### config.mk
export PLATFORM = sky130hd
export DESIGN_NAME = still_warn_detect
export DESIGN_NICKNAME = d
export VERILOG_FILES = /design/src/still_warn_pkg.sv /design/src/axis_magnitude_cmp.sv /design/src/still_warn_detect.sv
export SDC_FILE = /design/constraint.sdc
export NUM_CORES = 1
export LEC_CHECK = 0
export ABC_CLOCK_PERIOD_IN_PS = 8100
export BUFFER_PORTS_ARGS = -buffer_cell sky130_fd_sc_hd__buf_2
export CAP_MARGIN = 20
export CORE_MARGIN = 3
export CORE_UTILIZATION = 24
export CTS_CLUSTER_SIZE = 30
export DETAILED_ROUTE_END_ITERATION = 12
export SLEW_MARGIN = 20
export SYNTH_ARGS = -nofsm -noshare
export SYNTH_HDL_FRONTEND = slang
export SYNTH_SLANG_ARGS = --single-unit
### constraint.sdc
create_clock -name clock -period 8.1 [get_ports clock]
set_input_delay 2.025 -clock clock [delete_from_list [all_inputs] [get_ports clock]]
set_output_delay 2.025 -clock clock [all_outputs]
set_load 0.02 [all_outputs]
### src/still_warn_pkg.sv
// Constants shared by the stillness timer and motion warning block.
// Assumes an 8-bit register port with byte addresses as printed.
package still_warn_pkg;

  // Register byte addresses
  localparam logic [7:0] ADDR_Z_STILL_HIGH = 8'h2E;
  localparam logic [7:0] ADDR_Z_STILL_LOW  = 8'h2F;
  localparam logic [7:0] ADDR_DUR_HIGH     = 8'h30;
  localparam logic [7:0] ADDR_DUR_LOW      = 8'h31;
  localparam logic [7:0] ADDR_X_WARN_HIGH  = 8'h32;
  localparam logic [7:0] ADDR_X_WARN_LOW   = 8'h33;
  localparam logic [7:0] ADDR_Y_WARN_HIGH  = 8'h34;
  localparam logic [7:0] ADDR_Y_WARN_LOW   = 8'h35;

  // Values after reset
  localparam logic [7:0] REG_RESET = 8'h00;

  // Field positions in the low threshold registers
  localparam int THR_LSB_HI    = 7;
  localparam int THR_LSB_LO    = 5;
  localparam int REF_SEL_BIT   = 1;
  localparam int AXIS_EN_BIT   = 0;

  // Writable masks of the low registers; reserved bits stay zero
  localparam logic [7:0] MASK_LOW_REF = 8'hE3;
  localparam logic [7:0] MASK_LOW     = 8'hE1;

  // Duration step in microseconds and the code scaling
  localparam int STEP_SLOW_US = 32500;
  localparam int STEP_FAST_US = 16250;
  localparam int RATE_FAST_HZ = 5120;
  localparam int RATE_SLOW_HZ = 2560;

  // Samples per duration code: 32.5 ms x 2560 Hz, 16.25 ms x 5120 Hz
  localparam int SAMPLES_SLOW = STEP_SLOW_US * RATE_SLOW_HZ / 1000000;
  localparam int SAMPLES_FAST = STEP_FAST_US * RATE_FAST_HZ / 1000000;

  // Rate select codes
  localparam logic [2:0] RATE_CODE_5120 = 3'h4;

endpackage

### src/axis_magnitude_cmp.sv
// Compares the magnitude of one signed 12-bit sample with an 11-bit
// threshold. Purely combinational; the caller registers the result.
`timescale 1ns/1ps
`default_nettype none
module axis_magnitude_cmp (
  // Sample and reference
  input  wire logic signed [11:0] sample,
  input  wire logic signed [11:0] reference,
  input  wire logic               use_reference,
  // Threshold and result
  input  wire logic [10:0]        threshold,
  output logic                    at_or_above
);

  logic signed [12:0] diff;
  logic        [12:0] magnitude;

  // Difference widened by one bit so that -2048 minus 2047 fits
  assign diff      = use_reference ? (13'(sample) - 13'(reference))
                                   : 13'(sample);
  assign magnitude = diff[12] ? 13'(-diff) : 13'(diff);
  assign at_or_above = magnitude >= {2'h0, threshold};

endmodule
`default_nettype wire

### src/still_warn_detect.sv
// Stillness timer and motion warning detector of the accelerometer.
// Assumes an 8-bit register port, one sample strobe per output sample
// and a rate code from the timing logic outside.
//
// How it works
// - Z stillness threshold bits 10:3 come from the z high register.
// - Z threshold bits 2:0 from low register bits 7:5; 4:1 read zero.
// - Z low register bit 0 enables z-axis in stillness detection.
// - Stillness event only after enabled axes stay low for the duration.
// - Duration is high register bits 15:8 and low register bits 7:0.
// - Duration step 32.5 ms up to 2560 Hz, 16.25 ms at 5120 Hz.
// - Warning thresholds are 11-bit unsigned codes at 100 mg each.
// - Warning compares each enabled axis magnitude to its threshold.
// - X warning threshold from x high bits 10:3 and x low 7:5.
// - Y warning threshold from y high bits 10:3 and y low 7:5.
// - X low bit 1 picks referenced (1) or absolute (0) warning.
// - X low bit 0 enables x-axis in warning detection.
// - Y low bit 0 enables y-axis in warning detection.
// - All eight registers hold zero after reset.
// - Stillness compares each enabled axis magnitude to its threshold.
// - Stillness reference select picks referenced or absolute mode.
// - Z warning enable bit includes z-axis in warning detection.
`timescale 1ns/1ps
`default_nettype none
module still_warn_detect
  import still_warn_pkg::*;
(
  // Clock and reset
  input  wire logic               clock,
  input  wire logic               rst,
  // Register port
  input  wire logic               reg_write,
  input  wire logic               reg_read,
  input  wire logic [7:0]         reg_addr,
  input  wire logic [7:0]         reg_wdata,
  output logic      [7:0]         reg_rdata,
  output logic                    reg_hit,
  // Acceleration samples, one strobe per output sample
  input  wire logic               sample_valid,
  input  wire logic signed [11:0] x_sample,
  input  wire logic signed [11:0] y_sample,
  input  wire logic signed [11:0] z_sample,
  input  wire logic [2:0]         output_sample_rate,
  // Settings held outside this block
  input  wire logic [10:0]        x_still_threshold,
  input  wire logic [10:0]        y_still_threshold,
  input  wire logic               x_still_axis_enable,
  input  wire logic               y_still_axis_enable,
  input  wire logic               still_reference_select,
  input  wire logic [10:0]        z_warn_threshold,
  input  wire logic               z_warn_axis_enable,
  // Events to the interrupt mapping
  output logic                    still_event,
  output logic                    warn_event,
  output logic [15:0]             still_duration_code
);

  // Register storage
  logic [7:0] z_still_high_reg, z_still_low_reg;
  logic [7:0] dur_high_reg, dur_low_reg;
  logic [7:0] x_warn_high_reg, x_warn_low_reg;
  logic [7:0] y_warn_high_reg, y_warn_low_reg;

  // Write strobes per address
  logic wr_z_hi, wr_z_lo, wr_d_hi, wr_d_lo;
  logic wr_x_hi, wr_x_lo, wr_y_hi, wr_y_lo;
  assign wr_z_hi = reg_write && reg_addr == ADDR_Z_STILL_HIGH;
  assign wr_z_lo = reg_write && reg_addr == ADDR_Z_STILL_LOW;
  assign wr_d_hi = reg_write && reg_addr == ADDR_DUR_HIGH;
  assign wr_d_lo = reg_write && reg_addr == ADDR_DUR_LOW;
  assign wr_x_hi = reg_write && reg_addr == ADDR_X_WARN_HIGH;
  assign wr_x_lo = reg_write && reg_addr == ADDR_X_WARN_LOW;
  assign wr_y_hi = reg_write && reg_addr == ADDR_Y_WARN_HIGH;
  assign wr_y_lo = reg_write && reg_addr == ADDR_Y_WARN_LOW;

  // Register writes; reserved bits masked so they never store
  always_ff @(posedge clock) begin
    if (rst) begin
      z_still_high_reg <= REG_RESET;
      z_still_low_reg  <= REG_RESET;
      dur_high_reg     <= REG_RESET;
      dur_low_reg      <= REG_RESET;
      x_warn_high_reg  <= REG_RESET;
      x_warn_low_reg   <= REG_RESET;
      y_warn_high_reg  <= REG_RESET;
      y_warn_low_reg   <= REG_RESET;
    end else begin
      if (wr_z_hi) z_still_high_reg <= reg_wdata;
      if (wr_z_lo) z_still_low_reg  <= reg_wdata & MASK_LOW;
      if (wr_d_hi) dur_high_reg     <= reg_wdata;
      if (wr_d_lo) dur_low_reg      <= reg_wdata;
      if (wr_x_hi) x_warn_high_reg  <= reg_wdata;
      if (wr_x_lo) x_warn_low_reg   <= reg_wdata & MASK_LOW_REF;
      if (wr_y_hi) y_warn_high_reg  <= reg_wdata;
      if (wr_y_lo) y_warn_low_reg   <= reg_wdata & MASK_LOW;
    end
  end

  // Read select; unmapped addresses answer zero with no hit
  logic [7:0] rd_mux;
  logic       rd_hit;
  always_comb begin
    rd_hit = 1'b1;
    unique case (reg_addr)
      ADDR_Z_STILL_HIGH: rd_mux = z_still_high_reg;
      ADDR_Z_STILL_LOW:  rd_mux = z_still_low_reg;
      ADDR_DUR_HIGH:     rd_mux = dur_high_reg;
      ADDR_DUR_LOW:      rd_mux = dur_low_reg;
      ADDR_X_WARN_HIGH:  rd_mux = x_warn_high_reg;
      ADDR_X_WARN_LOW:   rd_mux = x_warn_low_reg;
      ADDR_Y_WARN_HIGH:  rd_mux = y_warn_high_reg;
      ADDR_Y_WARN_LOW:   rd_mux = y_warn_low_reg;
      default: begin
        rd_mux = 8'h00;
        rd_hit = 1'b0;
      end
    endcase
  end

  // Read data registered one cycle after the read strobe
  always_ff @(posedge clock) begin
    if (rst) begin
      reg_rdata <= 8'h00;
      reg_hit   <= 1'b0;
    end else if (reg_read) begin
      reg_rdata <= rd_mux;
      reg_hit   <= rd_hit;
    end else begin
      reg_hit   <= 1'b0;
    end
  end

  // Assembled fields
  logic [10:0] z_still_threshold, x_warn_threshold, y_warn_threshold;
  logic        z_still_axis_enable, x_warn_axis_enable, y_warn_axis_enable;
  logic        warn_reference_select;
  logic [15:0] still_duration;
  assign z_still_threshold = {z_still_high_reg,
                    z_still_low_reg[THR_LSB_HI:THR_LSB_LO]};
  assign x_warn_threshold  = {x_warn_high_reg,
                    x_warn_low_reg[THR_LSB_HI:THR_LSB_LO]};
  assign y_warn_threshold  = {y_warn_high_reg,
                    y_warn_low_reg[THR_LSB_HI:THR_LSB_LO]};
  assign z_still_axis_enable   = z_still_low_reg[AXIS_EN_BIT];
  assign x_warn_axis_enable    = x_warn_low_reg[AXIS_EN_BIT];
  assign y_warn_axis_enable    = y_warn_low_reg[AXIS_EN_BIT];
  assign warn_reference_select = x_warn_low_reg[REF_SEL_BIT];
  assign still_duration = {dur_high_reg, dur_low_reg};

  // References: captured sample at the moment the first of the two modes arms.
  // Kept simple: a reference is the last sample seen while disarmed.
  logic signed [11:0] ref_reg [3];
  logic               armed_reg;
  logic               armed_next;
  assign armed_next = still_reference_select | warn_reference_select;
  always_ff @(posedge clock) begin
    if (rst) begin
      armed_reg  <= 1'b0;
      ref_reg[0] <= 12'sh000;
      ref_reg[1] <= 12'sh000;
      ref_reg[2] <= 12'sh000;
    end else begin
      armed_reg <= armed_next;
      if (sample_valid && !armed_reg) begin
        ref_reg[0] <= x_sample;
        ref_reg[1] <= y_sample;
        ref_reg[2] <= z_sample;
      end
    end
  end

  // Per-axis comparisons, stillness then warning
  logic signed [11:0] samp   [3];
  logic [10:0]        s_thr  [3];
  logic [10:0]        w_thr  [3];
  logic [2:0]         s_en, w_en, s_over, w_over;
  assign samp[0] = x_sample;
  assign samp[1] = y_sample;
  assign samp[2] = z_sample;
  assign s_thr[0] = x_still_threshold;
  assign s_thr[1] = y_still_threshold;
  assign s_thr[2] = z_still_threshold;
  assign w_thr[0] = x_warn_threshold;
  assign w_thr[1] = y_warn_threshold;
  assign w_thr[2] = z_warn_threshold;
  assign s_en = {z_still_axis_enable, y_still_axis_enable,
                 x_still_axis_enable};
  assign w_en = {z_warn_axis_enable, y_warn_axis_enable,
                 x_warn_axis_enable};

  genvar a;
  generate
    for (a = 0; a < 3; a++) begin : g_axis
      axis_magnitude_cmp u_still (
        .sample        (samp[a]),
        .reference     (ref_reg[a]),
        .use_reference (still_reference_select),
        .threshold     (s_thr[a]),
        .at_or_above   (s_over[a])
      );
      axis_magnitude_cmp u_warn (
        .sample        (samp[a]),
        .reference     (ref_reg[a]),
        .use_reference (warn_reference_select),
        .threshold     (w_thr[a]),
        .at_or_above   (w_over[a])
      );
    end
  endgenerate

  // Any enabled axis over threshold
  logic still_broken, warn_hit, any_still_en;
  assign still_broken = |(s_over & s_en);
  assign warn_hit     = |(w_over & w_en);
  assign any_still_en = |s_en;

  // Samples per duration code depend on the rate
  logic [6:0] samples_per_code;
  assign samples_per_code = (output_sample_rate == RATE_CODE_5120)
                            ? 7'(SAMPLES_FAST - 1)
                            : 7'(SAMPLES_SLOW - 1);

  // Stillness duration timer; only on sample strobes
  logic [6:0]  sub_reg;
  logic [15:0] code_reg;
  logic        fired_reg;
  logic        code_done;
  assign code_done = sub_reg >= samples_per_code;
  always_ff @(posedge clock) begin
    if (rst) begin
      sub_reg   <= 7'h00;
      code_reg  <= 16'h0000;
      fired_reg <= 1'b0;
    end else if (sample_valid) begin
      if (still_broken || !any_still_en) begin
        sub_reg   <= 7'h00;
        code_reg  <= 16'h0000;
        fired_reg <= 1'b0;
      end else if (!fired_reg && code_reg >= still_duration) begin
        fired_reg <= 1'b1;
      end else if (!fired_reg) begin
        sub_reg  <= code_done ? 7'h00 : sub_reg + 7'h01;
        code_reg <= code_done ? code_reg + 16'h0001 : code_reg;
      end
    end
  end

  // Event pulses, one clock long, each from a flip-flop
  always_ff @(posedge clock) begin
    if (rst) begin
      still_event         <= 1'b0;
      warn_event          <= 1'b0;
      still_duration_code <= 16'h0000;
    end else begin
      still_event <= sample_valid && !still_broken && any_still_en &&
                     !fired_reg && code_reg >= still_duration;
      warn_event  <= sample_valid && warn_hit;
      still_duration_code <= code_reg;
    end
  end

endmodule
`default_nettype wire

## After elaboration in Yosys (flattened, before gate mapping)

Memory sizes are Yosys's and may differ from the RTL's.
Index checks and enable logic that the tools add are counted.

- Multiplexer cells: 32
- $lt $le $gt $ge: 8
- Reductions and logical operators: 30
- Add/sub/neg operators: 11
- Eq/ne operators: 10
- Bitwise logic cells: 7

Operator list:

| operator | count |
|---|---|
| $mux W13 | 12 |
| $ge A13 B11 Y1 | 6 |
| $neg A13 Y13 | 6 |
| $eq A8 B6 Y1 const B | 8 |
| $mux W16 | 4 |
| $pmux W8 S8 | 1 |
| $sub A12 B12 Y13 | 3 |
| $mux W12 | 3 |
| $mux W7 | 4 |
| $add A16 B1 Y16 const B | 1 |
| $ge A16 B16 Y1 | 1 |
| $logic_and A1 B1 Y1 | 15 |
| $reduce_or A3 Y1 | 3 |
| $mux W1 | 8 |
| $reduce_or A8 Y1 | 1 |
| $add A7 B1 Y7 const B | 1 |
| $ge A7 B7 Y1 const B | 1 |
| $and A3 B3 Y3 | 2 |
| $logic_not A1 Y1 | 4 |
| $or A1 B1 Y1 | 4 |
| $reduce_and A4 Y1 | 1 |
| $reduce_bool A2 Y1 | 2 |
| $reduce_and A3 Y1 | 1 |
| $ne A2 B1 Y1 const B | 1 |
| 5 further kinds | 5 |

- Flip-flop bits (word level): 105
- RAM bits: 36
- Memories kept: 1
- Input bits: 97
- Logic and storage cells: 116

Memories:

| memory | words | width | read ports | clocked after memory_dff | wr ports | line | text |
|---|---|---|---|---|---|---|---|
| ref_reg | 3 | 12 | 3 | 0 | 3 | still_warn_detect.sv:152 | `logic signed [11:0] ref_reg [3];` |

## Longest topological paths before layout

Gate-level depths: netlist of the first run.
An unclocked memory read counts as a cell.

- Depth after elaboration: 13
- Depth in mapped cells: 27
- Depth with buffers taken out: 23

## By module

From an unflattened synthesis of the first run, not the netlist that was laid out.

- Cell total of the unflattened synthesis: 1773
- Area, all modules: 14226.1 um^2

Modules (own cells, without submodules):

| module | cells each | times used | area each (um^2) |
|---|---|---|---|
| still_warn_detect | 640 | 1 | 6322.3 |
| axis_magnitude_cmp (g_axis[0].u_warn ...) | 186 | 3 | 1280.0 |
| axis_magnitude_cmp (g_axis[0].u_still ...) | 193 | 2 | 1358.8 |
| axis_magnitude_cmp (g_axis[1].u_still) | 189 | 1 | 1346.3 |

## Worst setup path after synthesis of the first run

Ideal clock, no wire load.

- Path kind: input to register
- Start: in still_reference_select
- End: reg code_reg[7]
- Arrival time: 6.967 ns
- Path slack: 1.073 ns
- Library setup time: 0.061 ns
- Stages: 25
- Data required time: 8.039 ns
- Cells stage by stage: clkbuf_1 buf_2 buf_2 buf_6 buf_6 clkbuf_1 buf_1 clkbuf_1 nand2_1 o21ai_0 ha_1 nand2_1 a2111oi_0 a31oi_1 xnor2_1 ha_1 a211oi_1 o21ai_0 a2111o_1 o221ai_1 o21bai_2 nor2_8 and3_1 buf_4 a32o_1

- Longest elaborated chain between the ends: 9
- Elaborated cells between the ends (all ways): 20
- Those cells by class: add/sub: 3; order compare: 3; eq/ne: 2; mux: 7; bitwise: 1; reduce/logical: 4

RTL lines:

| what | line | text |
|---|---|---|
| start, declared | still_warn_detect.sv:49 | `input wire logic still_reference_select,` |
| $mux W13 | axis_magnitude_cmp.sv:19 | `assign diff = use_reference ? (13'(sample) - 13'(reference))` |
| $neg A13 Y13 | axis_magnitude_cmp.sv:21 | `assign magnitude = diff[12] ? 13'(-diff) : 13'(diff);` |
| $mux W13 | axis_magnitude_cmp.sv:21 |  |
| $ge A13 B11 Y1 | axis_magnitude_cmp.sv:22 | `assign at_or_above = magnitude >= {2'h0, threshold};` |
| $and A3 B3 Y3 (*) | still_warn_detect.sv:213 | `assign still_broken = \|(s_over & s_en);` |
| $reduce_or A3 Y1 (*) | still_warn_detect.sv:213 |  |
| $logic_or A1 B1 Y1 (*) | still_warn_detect.sv:235 | `if (still_broken \|\| !any_still_en) begin` |
| $ne A2 B2 Y1 (no source line) (tied with other cells) | n/a |  |
| $reduce_and A4 Y1 (no source line) | n/a |  |
| end signal, assigned | still_warn_detect.sv:243 | `code_reg <= code_done ? code_reg + 16'h0001 : code_reg;` |
| end, declared | still_warn_detect.sv:225 | `logic [15:0] code_reg;` |

Every way passes the cells marked *; elsewhere a longest branch is shown, timed or not.
A chain may end at the register's enable or synchronous reset.

## Worst setup path in the final report of the first run

- Start: in y_sample[0]
- End: reg code_reg[7]

- Longest elaborated chain between the ends: 10
- Elaborated cells between the ends (all ways): 13
- Those cells by class: add/sub: 2; order compare: 1; eq/ne: 2; mux: 3; bitwise: 1; reduce/logical: 4

RTL lines:

| what | line | text |
|---|---|---|
| start, declared | still_warn_detect.sv:41 | `input wire logic signed [11:0] y_sample,` |
| $sub A12 B12 Y13 | axis_magnitude_cmp.sv:19 |  |
| $mux W13 (*) | axis_magnitude_cmp.sv:19 |  |
| $neg A13 Y13 | axis_magnitude_cmp.sv:21 |  |
| $mux W13 (*) | axis_magnitude_cmp.sv:21 |  |
| $ge A13 B11 Y1 (*) | axis_magnitude_cmp.sv:22 |  |
| $and A3 B3 Y3 (*) | still_warn_detect.sv:213 |  |
| $reduce_or A3 Y1 (*) | still_warn_detect.sv:213 |  |
| $logic_or A1 B1 Y1 (*) | still_warn_detect.sv:235 |  |
| $ne A2 B2 Y1 (no source line) (tied with other cells) | n/a |  |
| $reduce_and A4 Y1 (no source line) | n/a |  |

Marked as above.

==> run summary, run 1 <==
Final setup violation count -> 0
# port buffers -> 120
Synth top area share -> 17.0%
Clk sinks -> 141
Number of synthesized flops with an enable pin -> 36
Postcts setup bufs -> 0
Syn_nets -> 1766
CTS tree -> built
Routed len/inst -> 16.4 um
Top post-synthesis cells by count -> 156 x nor2_1, 144 x inv_1, 127 x ha_1
Routed Antenna Nets -> 0
Largest cells by area after synthesis -> dfxtp_1 17%, ha_1 13%, edfxtp_1 8.7%, mux2i_1 6.6%, nor2_1 4.7%
Lkg Pwr -> 5.81 nW
Max-cap violations -> 0
Initial Utilization -> 24.5%
Status -> completed
Layout cells sized above 1 -> 12.4%
Die Wd -> 233 um
CORE AREA -> 50600 um^2
Synth cell types -> 89
Routability Congestion -> 0.886
Grt total ovfl -> 0
Final Hold Fails -> 0
Clock latency on the worst-skew pair -> 440 ps
Initial drt markers -> 1031
Die Y-Extent -> 233 um
Layout area overhead -> 14.8%
F_max -> 0.138 GHz
Final nets -> 1855
Mapped Cells -> 1539
Ports -> 124
Router iterations before antenna repair -> 5
First-pass GRT wire length -> 59600 um
DPL Wire Length -> 29300 um
Pins over their slew limit -> 0
PwrDens -> 156 nW/um^2
Maximum root-to-sink buffer count -> 2
Initial antenna violation count -> 1
DRT Wirelength -> 37900 um
Hold buffer count at CTS -> 0
Post-synth top area cell -> dfxtp_1
Max reg flops -> 36
YS warnings -> 0
Final Non-Filler Cells -> 2315
Least-Margin Pin Slew -> 1120 ps
Critical Path Sink Type -> register
Post-CTS sizing -> 0
Critical path startpoint category -> primary input
Pin count of the biggest net entering global routing -> 60
CP arrival -> 7630 ps
Avg Inst Size Synth -> 8.05 um^2
Total Routing Usage GR -> 13.7%
Most numerous cell in the Yosys netlist -> nor2_1
Top_reg_cell synth -> dfxtp_1
Clk slew on worst S/H paths -> 70 ps
CTS H-Tree Depth -> 4
RSZ-0062 raised after global routing -> no
Seq/Total Area, Yosys -> 25.7%
Fin util -> 28.1%
Period utilization -> 89.6%
Std-Cell Rows -> 82
Final min period -> 7250 ps
Vias -> 11500
DR vias/cell -> 4.98
Clock Skew -> 17.8 ps
Worst IR drop on VDD -> 0.000154 V
Fraction of registers with async set/reset -> 0%
Worst-path fanout max -> 18
Clk Tree Root Cell -> clkbuf_16
Residual DRC count -> 0
Dpl cells -> 2281
DIE AREA -> 54400 um^2
Post-Syn Area -> 12400 um^2
CTS buffer count -> 17
Setup CP Type -> primary input to register
R2r setup slk -> 2240 ps
Critical Path RT -> 8470 ps
Post-route setup TNS -> 0 ps
PnR Total Power -> 2.21 mW
Max_slew headroom -> 25.3%
#FFs+latches synth -> 141
Worst hold path type -> register to register
Vias in the first global route -> 10900
[logic make-up (layout without fill, tap and decap cells)]
kind of cell / after synthesis / count (layout) / synth area share (%)
mux: 86 / 86 / 6.99
simple gates: 508 / 508 / 20.5
xor+xnor: 71 / 71 / 5.02
other cells: 0 / 2 / 0
buf+inv: 210 / 312 / 6.79
flops: 141 / 141 / 25.7
fa+ha+maj: 130 / 130 / 13.3
compound gates: 393 / 393 / 21.7
[cell usage in the layout (no fill, tap or decap), types with 8 or more instances in the layout]
cell type,Yosys,layout
a211oi_1,16,16
a21o_1,25,25
a21oi_1,87,87
a222oi_1,8,8
a31oi_1,32,32
and2_1,42,42
and3_1,23,23
buf_2,3,119
buf_4,3,17
clkbuf_16,0,17
dfxtp_1,105,104
edfxtp_1,36,36
ha_1,127,127
inv_1,144,144
mux2i_1,82,82
nand2_1,105,105
nand2b_1,23,23
nand3_1,20,20
nand4_1,15,15
nor2_1,156,156
nor2b_1,36,36
nor3_1,38,38
o21a_1,19,19
o21ai_0,86,86
o31ai_1,9,9
or2_2,8,8
or3_1,8,8
xnor2_1,54,54
xor2_1,17,17
[report_power, final]
| group | internal, mW | switching, mW | total [mW] |
|---|---|---|---|
| sequential | 0.738 | 0.00598 | 0.744 |
| combinational | 0.272 | 0.410 | 0.681 |
| clock | 0.413 | 0.373 | 0.786 |
[per-stage QoR]
| stage | hold slack [ps] | setup slack, ps | cell area (um^2) |
|---|---|---|---|
| after global placement | 445 | 647 | 13700 |
| after floorplan | 414 | 1070 | 12400 |
| after CTS | 451 | 988 | 14200 |
| after global routing | 494 | 466 | 14200 |
| final | 451 | 845 | 14200 |
| after detailed placement | 438 | 551 | 13700 |
[area by class of cell]
type | instances | area (um^2)
flip-flops and latches | 141 | 3180
multi-input cells | 1188 | 8360
clock buffers | 18 | 439
clock inverters | 14 | 128
diodes | 2 | 5.00
inverters | 144 | 541
repair buffers | 136 | 723
fillers | 5416 | 36400
well taps | 672 | 841
[path summary, 6_finish.rpt]
path | from | end | depth (start not counted)
max | y_sample[0] | code_reg[7] | 21
min | fired_reg | still_event | 1
max reg2reg | ref_reg[0][12] | code_reg[7] | 19
min reg2reg | fired_reg | still_event | 1
[metal layers]
layer / GRT usage (%) / routed length, um
met1: 19.4 / 18700
met2: 21.9 / 16800
met3: 2.01 / 1920
met4: 2.98 / 437
met5: 0 / 0
[worst max-delay path: stages]
cell       delay, ps
buf_2            120
inv_1             60
ha_1             210
fa_1             400
nand2b_1         180
a211oi_1         360
buf_4            210
o21a_1           160
o31ai_1           80
a2111oi_0        750
a31oi_1          210
xnor2_1          240
ha_1             270
a211oi_1         220
o21ai_0          240
a2111o_1         430
o221ai_1         370
o21bai_2         210
nor2_8           280
and3_1           380
a32o_1           200
No activity file was read; power rests on OpenSTA's default activity.
==> run 2: changes to the inputs <==
--- a/config.mk
+++ b/config.mk
@@ -6,12 +6,12 @@
 export NUM_CORES = 1
 export LEC_CHECK = 0
 export ABC_CLOCK_PERIOD_IN_PS = 8100
-export BUFFER_PORTS_ARGS = -buffer_cell sky130_fd_sc_hd__buf_2
 export CAP_MARGIN = 20
 export CORE_MARGIN = 3
 export CORE_UTILIZATION = 24
 export CTS_CLUSTER_SIZE = 30
 export DETAILED_ROUTE_END_ITERATION = 12
+export DONT_BUFFER_PORTS = 1
 export SLEW_MARGIN = 20
 export SYNTH_ARGS = -nofsm -noshare
 export SYNTH_HDL_FRONTEND = slang
==> run 2 against run 1 <==
- flip-flop and latch count unchanged
- sequential power is essentially flat
- sequential share of layout area is 0.98 points higher
- clock power is 7.4% higher
- non-clock buffer count shrank 126
- clock skew about the same
- final cell count is 5.5% lower
- setup slack gained 190 ps
- total power is 0.31% lower
- core utilization fell by 1.2 points
- die area unchanged
- largest power group unchanged
- wire length shrank 1.4%
==> run summary, run 2 (synthesis gave the netlist of run 1 again) <==
DPL Wire Length -> 28700 um (-2.1%)
Comb power frac -> 27.9% (-2.9 points)
Layout area overhead -> 10.0%
Initial antenna violation count -> 0 (-1)
Postcts setup bufs -> 0 (unchanged)
CORE AREA -> 50600 um^2 (unchanged)
CP delay by family, top -> compound AO/OA/AOI/OAI gates
Maximum root-to-sink buffer count -> 2 (unchanged)
CTS H-Tree Depth -> 4 (unchanged)
Final min period -> 7060 ps (-190 ps)
F_max -> 0.142 GHz (+2.7%)
Final nets -> 1729 (-6.8%)
Fin util -> 26.9% (-1.2 points)
CP most frequent cell -> o21ai_0
Pin count of the biggest net entering global routing -> 96 (+60%)
Routed Antenna Nets -> 0 (unchanged)
Pins over their slew limit -> 0 (unchanged)
Hold buffer count at CTS -> 0 (unchanged)
Initial Utilization -> 24.5% (unchanged)
Vias -> 11000 (-4.8%)
Worst stage delay on the critical path -> 420 ps (-330 ps)
Lkg Pwr -> 5.29 nW (-8.9%)
Clock Skew -> 17.7 ps (-0.0406 ps)
Critical path startpoint category -> primary input
CP max stage cell -> a2111o_1
Router iterations before antenna repair -> 5 (unchanged)
CTS buffer count -> 17 (unchanged)
RSZ-0062 raised after global routing -> no
Post-route setup TNS -> 0 ps (unchanged)
Worst hold path type -> register to register
WP buf/inv -> 1 (-2)
Clock share of power -> 38.3% (+2.7 points)
Commonest non-fill, non-tap cell in the layout -> nor2_1
Critical Path Sink Type -> register
Critical Path, Cell by Cell -> inv_1 > ha_1 > fa_1 > nand2b_1 > a211oi_1 > nor2_1 > o21ai_0 > a31oi_1 > a21o_1 > o21ai_0 > xor2_1 > ha_1 > a21oi_1 > nor2b_1 > a2111oi_0 > o21a_1 > o21ai_0 > a2111o_1 > o221ai_1 > o21bai_2 > nor2_8 > and3_1 > a32o_1
Die Wd -> 233 um (unchanged)
CP arrival -> 7430 ps (-200 ps)
Period utilization -> 87.2% (-2.4 points)
P_int -> 1.46 mW (+2.9%)
Max-cap violations -> 0 (unchanged)
DRT Wirelength -> 37300 um (-1.4%)
CTS tree -> built
Critical Path RT -> 8470 ps (about the same)
Area after DPL -> 13000 um^2 (-4.7%)
Die Y-Extent -> 233 um (unchanged)
Most frequent cells in the layout -> 156 x nor2_1, 144 x inv_1, 127 x ha_1
Layout cells sized above 1 -> 5.15% (-7.2 points)
Status -> completed
Total Routing Usage GR -> 13.6% (-0.067 points)
Clk sinks -> 141 (unchanged)
Least-Margin Pin Slew -> 1110 ps (-9.94 ps)
Routed len/inst -> 17.1 um (+4.4%)
Std-Cell Rows -> 82 (unchanged)
Final Hold Fails -> 0 (unchanged)
Setup CP Type -> primary input to register
Grt total ovfl -> 0 (unchanged)
Final instance area -> 13600 um^2 (-4.2%)
Worst setup margin -> 1040 ps (+190 ps)
Clock latency on the worst-skew pair -> 440 ps (about the same)
DR vias/cell -> 5.02 (+0.79%)
Worst-path fanout max -> 18 (unchanged)
Worst IR drop on VDD -> 0.000159 V (+3.2%)
Residual DRC count -> 0 (unchanged)
First-pass GRT wire length -> 58600 um (-1.7%)
Vias in the first global route -> 10500 (-3.7%)
Clk Tree Root Cell -> clkbuf_16
Final setup violation count -> 0 (unchanged)
# port buffers -> 0 (-100%)
Switching Share -> 33.6% (-2.1 points)
Switching power -> 0.741 mW (-6.1%)
Max_slew headroom -> 26.0% (+0.66 points)
Ports -> 124 (unchanged)
Initial drt markers -> 840 (-19%)
DIE AREA -> 54400 um^2 (unchanged)
Max reg flops -> 36 (unchanged)
Clk slew on worst S/H paths -> 70 ps (about the same)
PnR Total Power -> 2.20 mW (-0.31%)
DP Worst Slack -> 690 ps (+139 ps)
Seq pwr share -> 33.8% (+0.2 points)
Antenna cell count -> 0 (-2)
Post-CTS sizing -> 0 (unchanged)
PwrDens -> 162 nW/um^2 (+4.1%)
Routability Congestion -> 0.852 (-3.7%)
[run 2: stage by stage]
step                      std cells  hold slack, ps
after detailed placement       2155             443
after global routing           2187             488
final                          2187             456
after CTS                      2187             456
after floorplan                1539             414
after global placement         2155             447
[run 2: final timing paths]
| kind | from | to | slack [ps] | depth (start not counted) |
|---|---|---|---|---|
| setup / recovery | y_sample[0] | code_reg[8] | 1040 | 23 |
| hold / removal | fired_reg | still_event | 460 | 1 |
| setup reg to reg | ref_reg[0][12] | code_reg[8] | 2300 | 22 |
| hold reg to reg | fired_reg | still_event | 460 | 1 |
[run 2: area by class of cell]
type | instances | area (um^2)
repair buffers | 10 | 75.1
flip-flops and latches | 141 | 3180
multi-input cells | 1188 | 8370
clock inverters | 12 | 141
fillers | 5401 | 37000
well taps | 672 | 841
clock buffers | 20 | 478
inverters | 144 | 541
[run 2: power by group through the flow]
| stage | clock [mW] | combinational (mW) | sequential [mW] |
|---|---|---|---|
| after floorplan | 0 | 0.495 | 0.759 |
| after global placement | 0 | 0.590 | 0.761 |
| after detailed placement | 0 | 0.608 | 0.761 |
| after CTS | 0.865 | 0.613 | 0.745 |
| after global routing | 0.892 | 0.696 | 0.746 |
| final | 0.844 | 0.616 | 0.745 |
[run 2: per-layer routing]
layer | global-route usage [%] | share of wire (%) | up-vias
li1 | - | - | 5448
met1 | 18.7 | 48 | 5164
met2 | 21.7 | 44 | 324
met3 | 2.91 | 6.6 | 36
met4 | 3.27 | 1.5 | 0
met5 | 0 | 0 | -
==> run 3: changes to the inputs <==
--- a/config.mk
+++ b/config.mk
@@ -5,6 +5,7 @@
 export SDC_FILE = /design/constraint.sdc
 export NUM_CORES = 1
 export LEC_CHECK = 0
+export ABC_AREA = 1
 export ABC_CLOCK_PERIOD_IN_PS = 8100
 export CAP_MARGIN = 20
 export CORE_MARGIN = 3
==> run 3 against run 2 <==
- register-to-register slack better by 940 ps
- hold slack better by 14 ps
- total power up 23%
- largest cell class unchanged
- design area up 0.40%
- maximum frequency up 15%
- flip-flop and latch count unchanged
==> run summary, run 3 <==
Setup CP Type -> primary input to register
Status -> completed
Ports -> 124 (unchanged)
Hold buffer count at CTS -> 0 (unchanged)
Critical Path RT -> 8480 ps (about the same)
CORE AREA -> 50800 um^2 (+0.41%)
Antenna cell count -> 0 (unchanged)
Worst stage delay on the critical path -> 410 ps (about the same)
Vias in the first global route -> 10700 (+2.0%)
CP arrival -> 6510 ps (-920 ps)
Avg Inst Size Synth -> 6.37 um^2 (-21%)
Critical Path Sink Type -> register
DPL Wire Length -> 27600 um (-3.7%)
Top post-synthesis cells by count -> 446 x nand2_1, 393 x inv_1, 193 x nor2_1
Seq. cell area -> 3180 um^2 (unchanged)
Period utilization -> 75.7% (-12 points)
Seq/Total Area, Yosys -> 25.5% (-0.20 points)
RSZ-0062 raised after global routing -> no
Router iterations before antenna repair -> 5 (unchanged)
Post-synth top area cell -> dfxtp_1
Clock latency on the worst-skew pair -> 440 ps (about the same)
Least-Margin Pin Slew -> 1010 ps (-98.7 ps)
Synth top area share -> 16.8% (-0.13 points)
Routability Congestion -> 0.866 (+1.5%)
PnR Total Power -> 2.71 mW (+23%)
Max_slew headroom -> 32.6% (+6.6 points)
Post-route setup TNS -> 0 ps (unchanged)
# port buffers -> 0 (unchanged)
Layout cells sized above 1 -> 2.92% (-2.2 points)
Worst IR drop on VDD -> 0.000106 V (-34%)
Area occupied by multi-input gates -> 7580 um^2 (-9.3%)
Residual DRC count -> 0 (unchanged)
Initial antenna violation count -> 0 (unchanged)
Postcts setup bufs -> 0 (unchanged)
Worst hold path type -> register to register
Final min period -> 6130 ps (-932 ps)
Std-Cell Rows -> 82 (unchanged)
Fraction of registers with async set/reset -> 0% (unchanged)
Final nets -> 2163 (+25%)
Initial drt markers -> 671 (-20%)
F_max -> 0.163 GHz (+15%)
Final Hold Fails -> 0 (unchanged)
Routed Antenna Nets -> 0 (unchanged)
Pins over their slew limit -> 0 (unchanged)
DIE AREA -> 54800 um^2 (+0.75%)
Most frequent cells in the layout -> 445 x nand2_1, 392 x inv_1, 193 x nor2_1
Max-cap violations -> 0 (unchanged)
Worst setup margin -> 1970 ps (+932 ps)
Layout area overhead -> 9.62%
M2 GR Usage -> 22.3% (+0.66 points)
Final setup violation count -> 0 (unchanged)
# fillers -> 5701 (+5.6%)
GR Util met3 -> 2.17% (-0.74 points)
Vias -> 11600 (+5.7%)
Commonest non-fill, non-tap cell in the layout -> nand2_1
Post-Syn Area -> 12500 um^2 (+0.77%)
CTS buffer count -> 17 (unchanged)
Most Crowded Layer GR -> met2
Mapped Cells -> 1958 (+27%)
Critical path startpoint category -> primary input
Maximum root-to-sink buffer count -> 2 (unchanged)
CTS H-Tree Depth -> 4 (unchanged)
Initial Utilization -> 24.6% (+0.088 points)
Most numerous cell in the Yosys netlist -> nand2_1
PwrDens -> 198 nW/um^2 (+23%)
Fin util -> 26.9% (about the same)
Max reg flops -> 36 (unchanged)
#FFs+latches synth -> 141 (unchanged)
Syn_nets -> 2185 (+24%)
Routed len/inst -> 13.5 um (-21%)
CP most frequent cell -> nand2_1
DR vias/cell -> 4.43 (-12%)
Pin count of the biggest net entering global routing -> 79 (-18%)
Top_reg_cell synth -> dfxtp_1
Post-CTS sizing -> 0 (unchanged)
YS warnings -> 0 (unchanged)
Clk sinks -> 141 (unchanged)
Die Wd -> 234 um (+0.37%)
First-pass GRT wire length -> 55700 um (-4.8%)
Clk slew on worst S/H paths -> 70 ps (about the same)
Grt total ovfl -> 0 (unchanged)
Clock Skew -> 12.4 ps (-5.29 ps)
CP delay by family, top -> simple AND/OR/NAND/NOR gates
Total Routing Usage GR -> 12.9% (-0.73 points)
Die Y-Extent -> 234 um (+0.37%)
DP Worst Slack -> 1500 ps (+815 ps)
Lkg Pwr -> 6.63 nW (+25%)
CP max stage cell -> fa_1
Synth cell types -> 46 (-48%)
Largest cells by area after synthesis -> dfxtp_1 17%, nand2_1 13%, ha_1 13%, inv_1 12%, edfxtp_1 8.7%
DRT Wirelength -> 35300 um (-5.4%)
Met1 usage in global routing -> 16.3% (-2.4 points)
CTS tree -> built
Number of synthesized flops with an enable pin -> 36 (unchanged)
Worst-path fanout max -> 40 (+22)
WP buf/inv -> 4 (+3)
Clk Tree Root Cell -> clkbuf_16
[run 3: changes by cell type after synthesis, moves of 41 or more]
cell     delta
mux2i_1    -82
inv_1     +249
and2_1     -41
nand2_1   +341
xor2_1     +42
xnor2_1    -41
nand3_1   +129
[run 3: final cells by class]
cell class,instances,share of cell area [%]
Clock buffer,24,3.68
Clock inverter,8,0.384
Inverter,396,10.9
Multi-Input combinational cell,1376,55.4
Sequential cell,141,23.3
Tap cell,672,6.15
Timing Repair Buffer,4,0.219
[run 3: path summary, 6_finish.rpt]
kind                           from           endpoint  slack [ps]  cells past startpoint
setup / recovery        x_sample[0]         sub_reg[6]        1970                     35
hold / removal    x_warn_low_reg[0]  x_warn_low_reg[0]         470                      2
setup reg to reg      ref_reg[0][0]         sub_reg[6]        3240                     34
hold reg to reg   x_warn_low_reg[0]  x_warn_low_reg[0]         470                      2
[run 3: logic make-up (layout without fill, tap and decap cells)]
family | after synthesis | in the layout | share of synthesized area, %
AND/OR/NAND/NOR | 866 | 866 | 29.1
buffers and inverters | 441 | 432 | 13.8
AO/OA/AOI/OAI | 308 | 308 | 13.3
flip-flops | 141 | 141 | 25.5
adder cells (fa/ha/maj) | 130 | 130 | 13.2
XOR/XNOR | 72 | 72 | 5.05
[run 3: report_power, final]
group          switching [mW]  total, mW  internal, mW
combinational           0.656       1.04         0.385
sequential              0.102      0.910         0.808
clock                   0.326      0.761         0.436
[run 3: layer usage]
metal	share of wire (%)	up-vias
met4	2.0	0
met3	4.1	36
met5	0	-
li1	-	6221
met1	46	5130
met2	48	211
[run 3: stage by stage]
stage               cell area, um^2  hold slack [ps]  std cells
finish                        13700              471       2621
floorplan                     12500              437       1958
global placement              13100              453       2589
CTS                           13700              471       2621
detailed placement            13100              462       2589
global route                  13700              516       2621
[run 3: worst register-to-register path, delay by kind of cell, from the launching register on]
kind	cells	cell delay (ps)
xor gates and xnor gates	2	330
buffers and inverters	3	280
AOI/OAI and AO/OA	4	510
and+or+nand+nor	22	2400
DFF	1	360
adders and majority gates	3	910
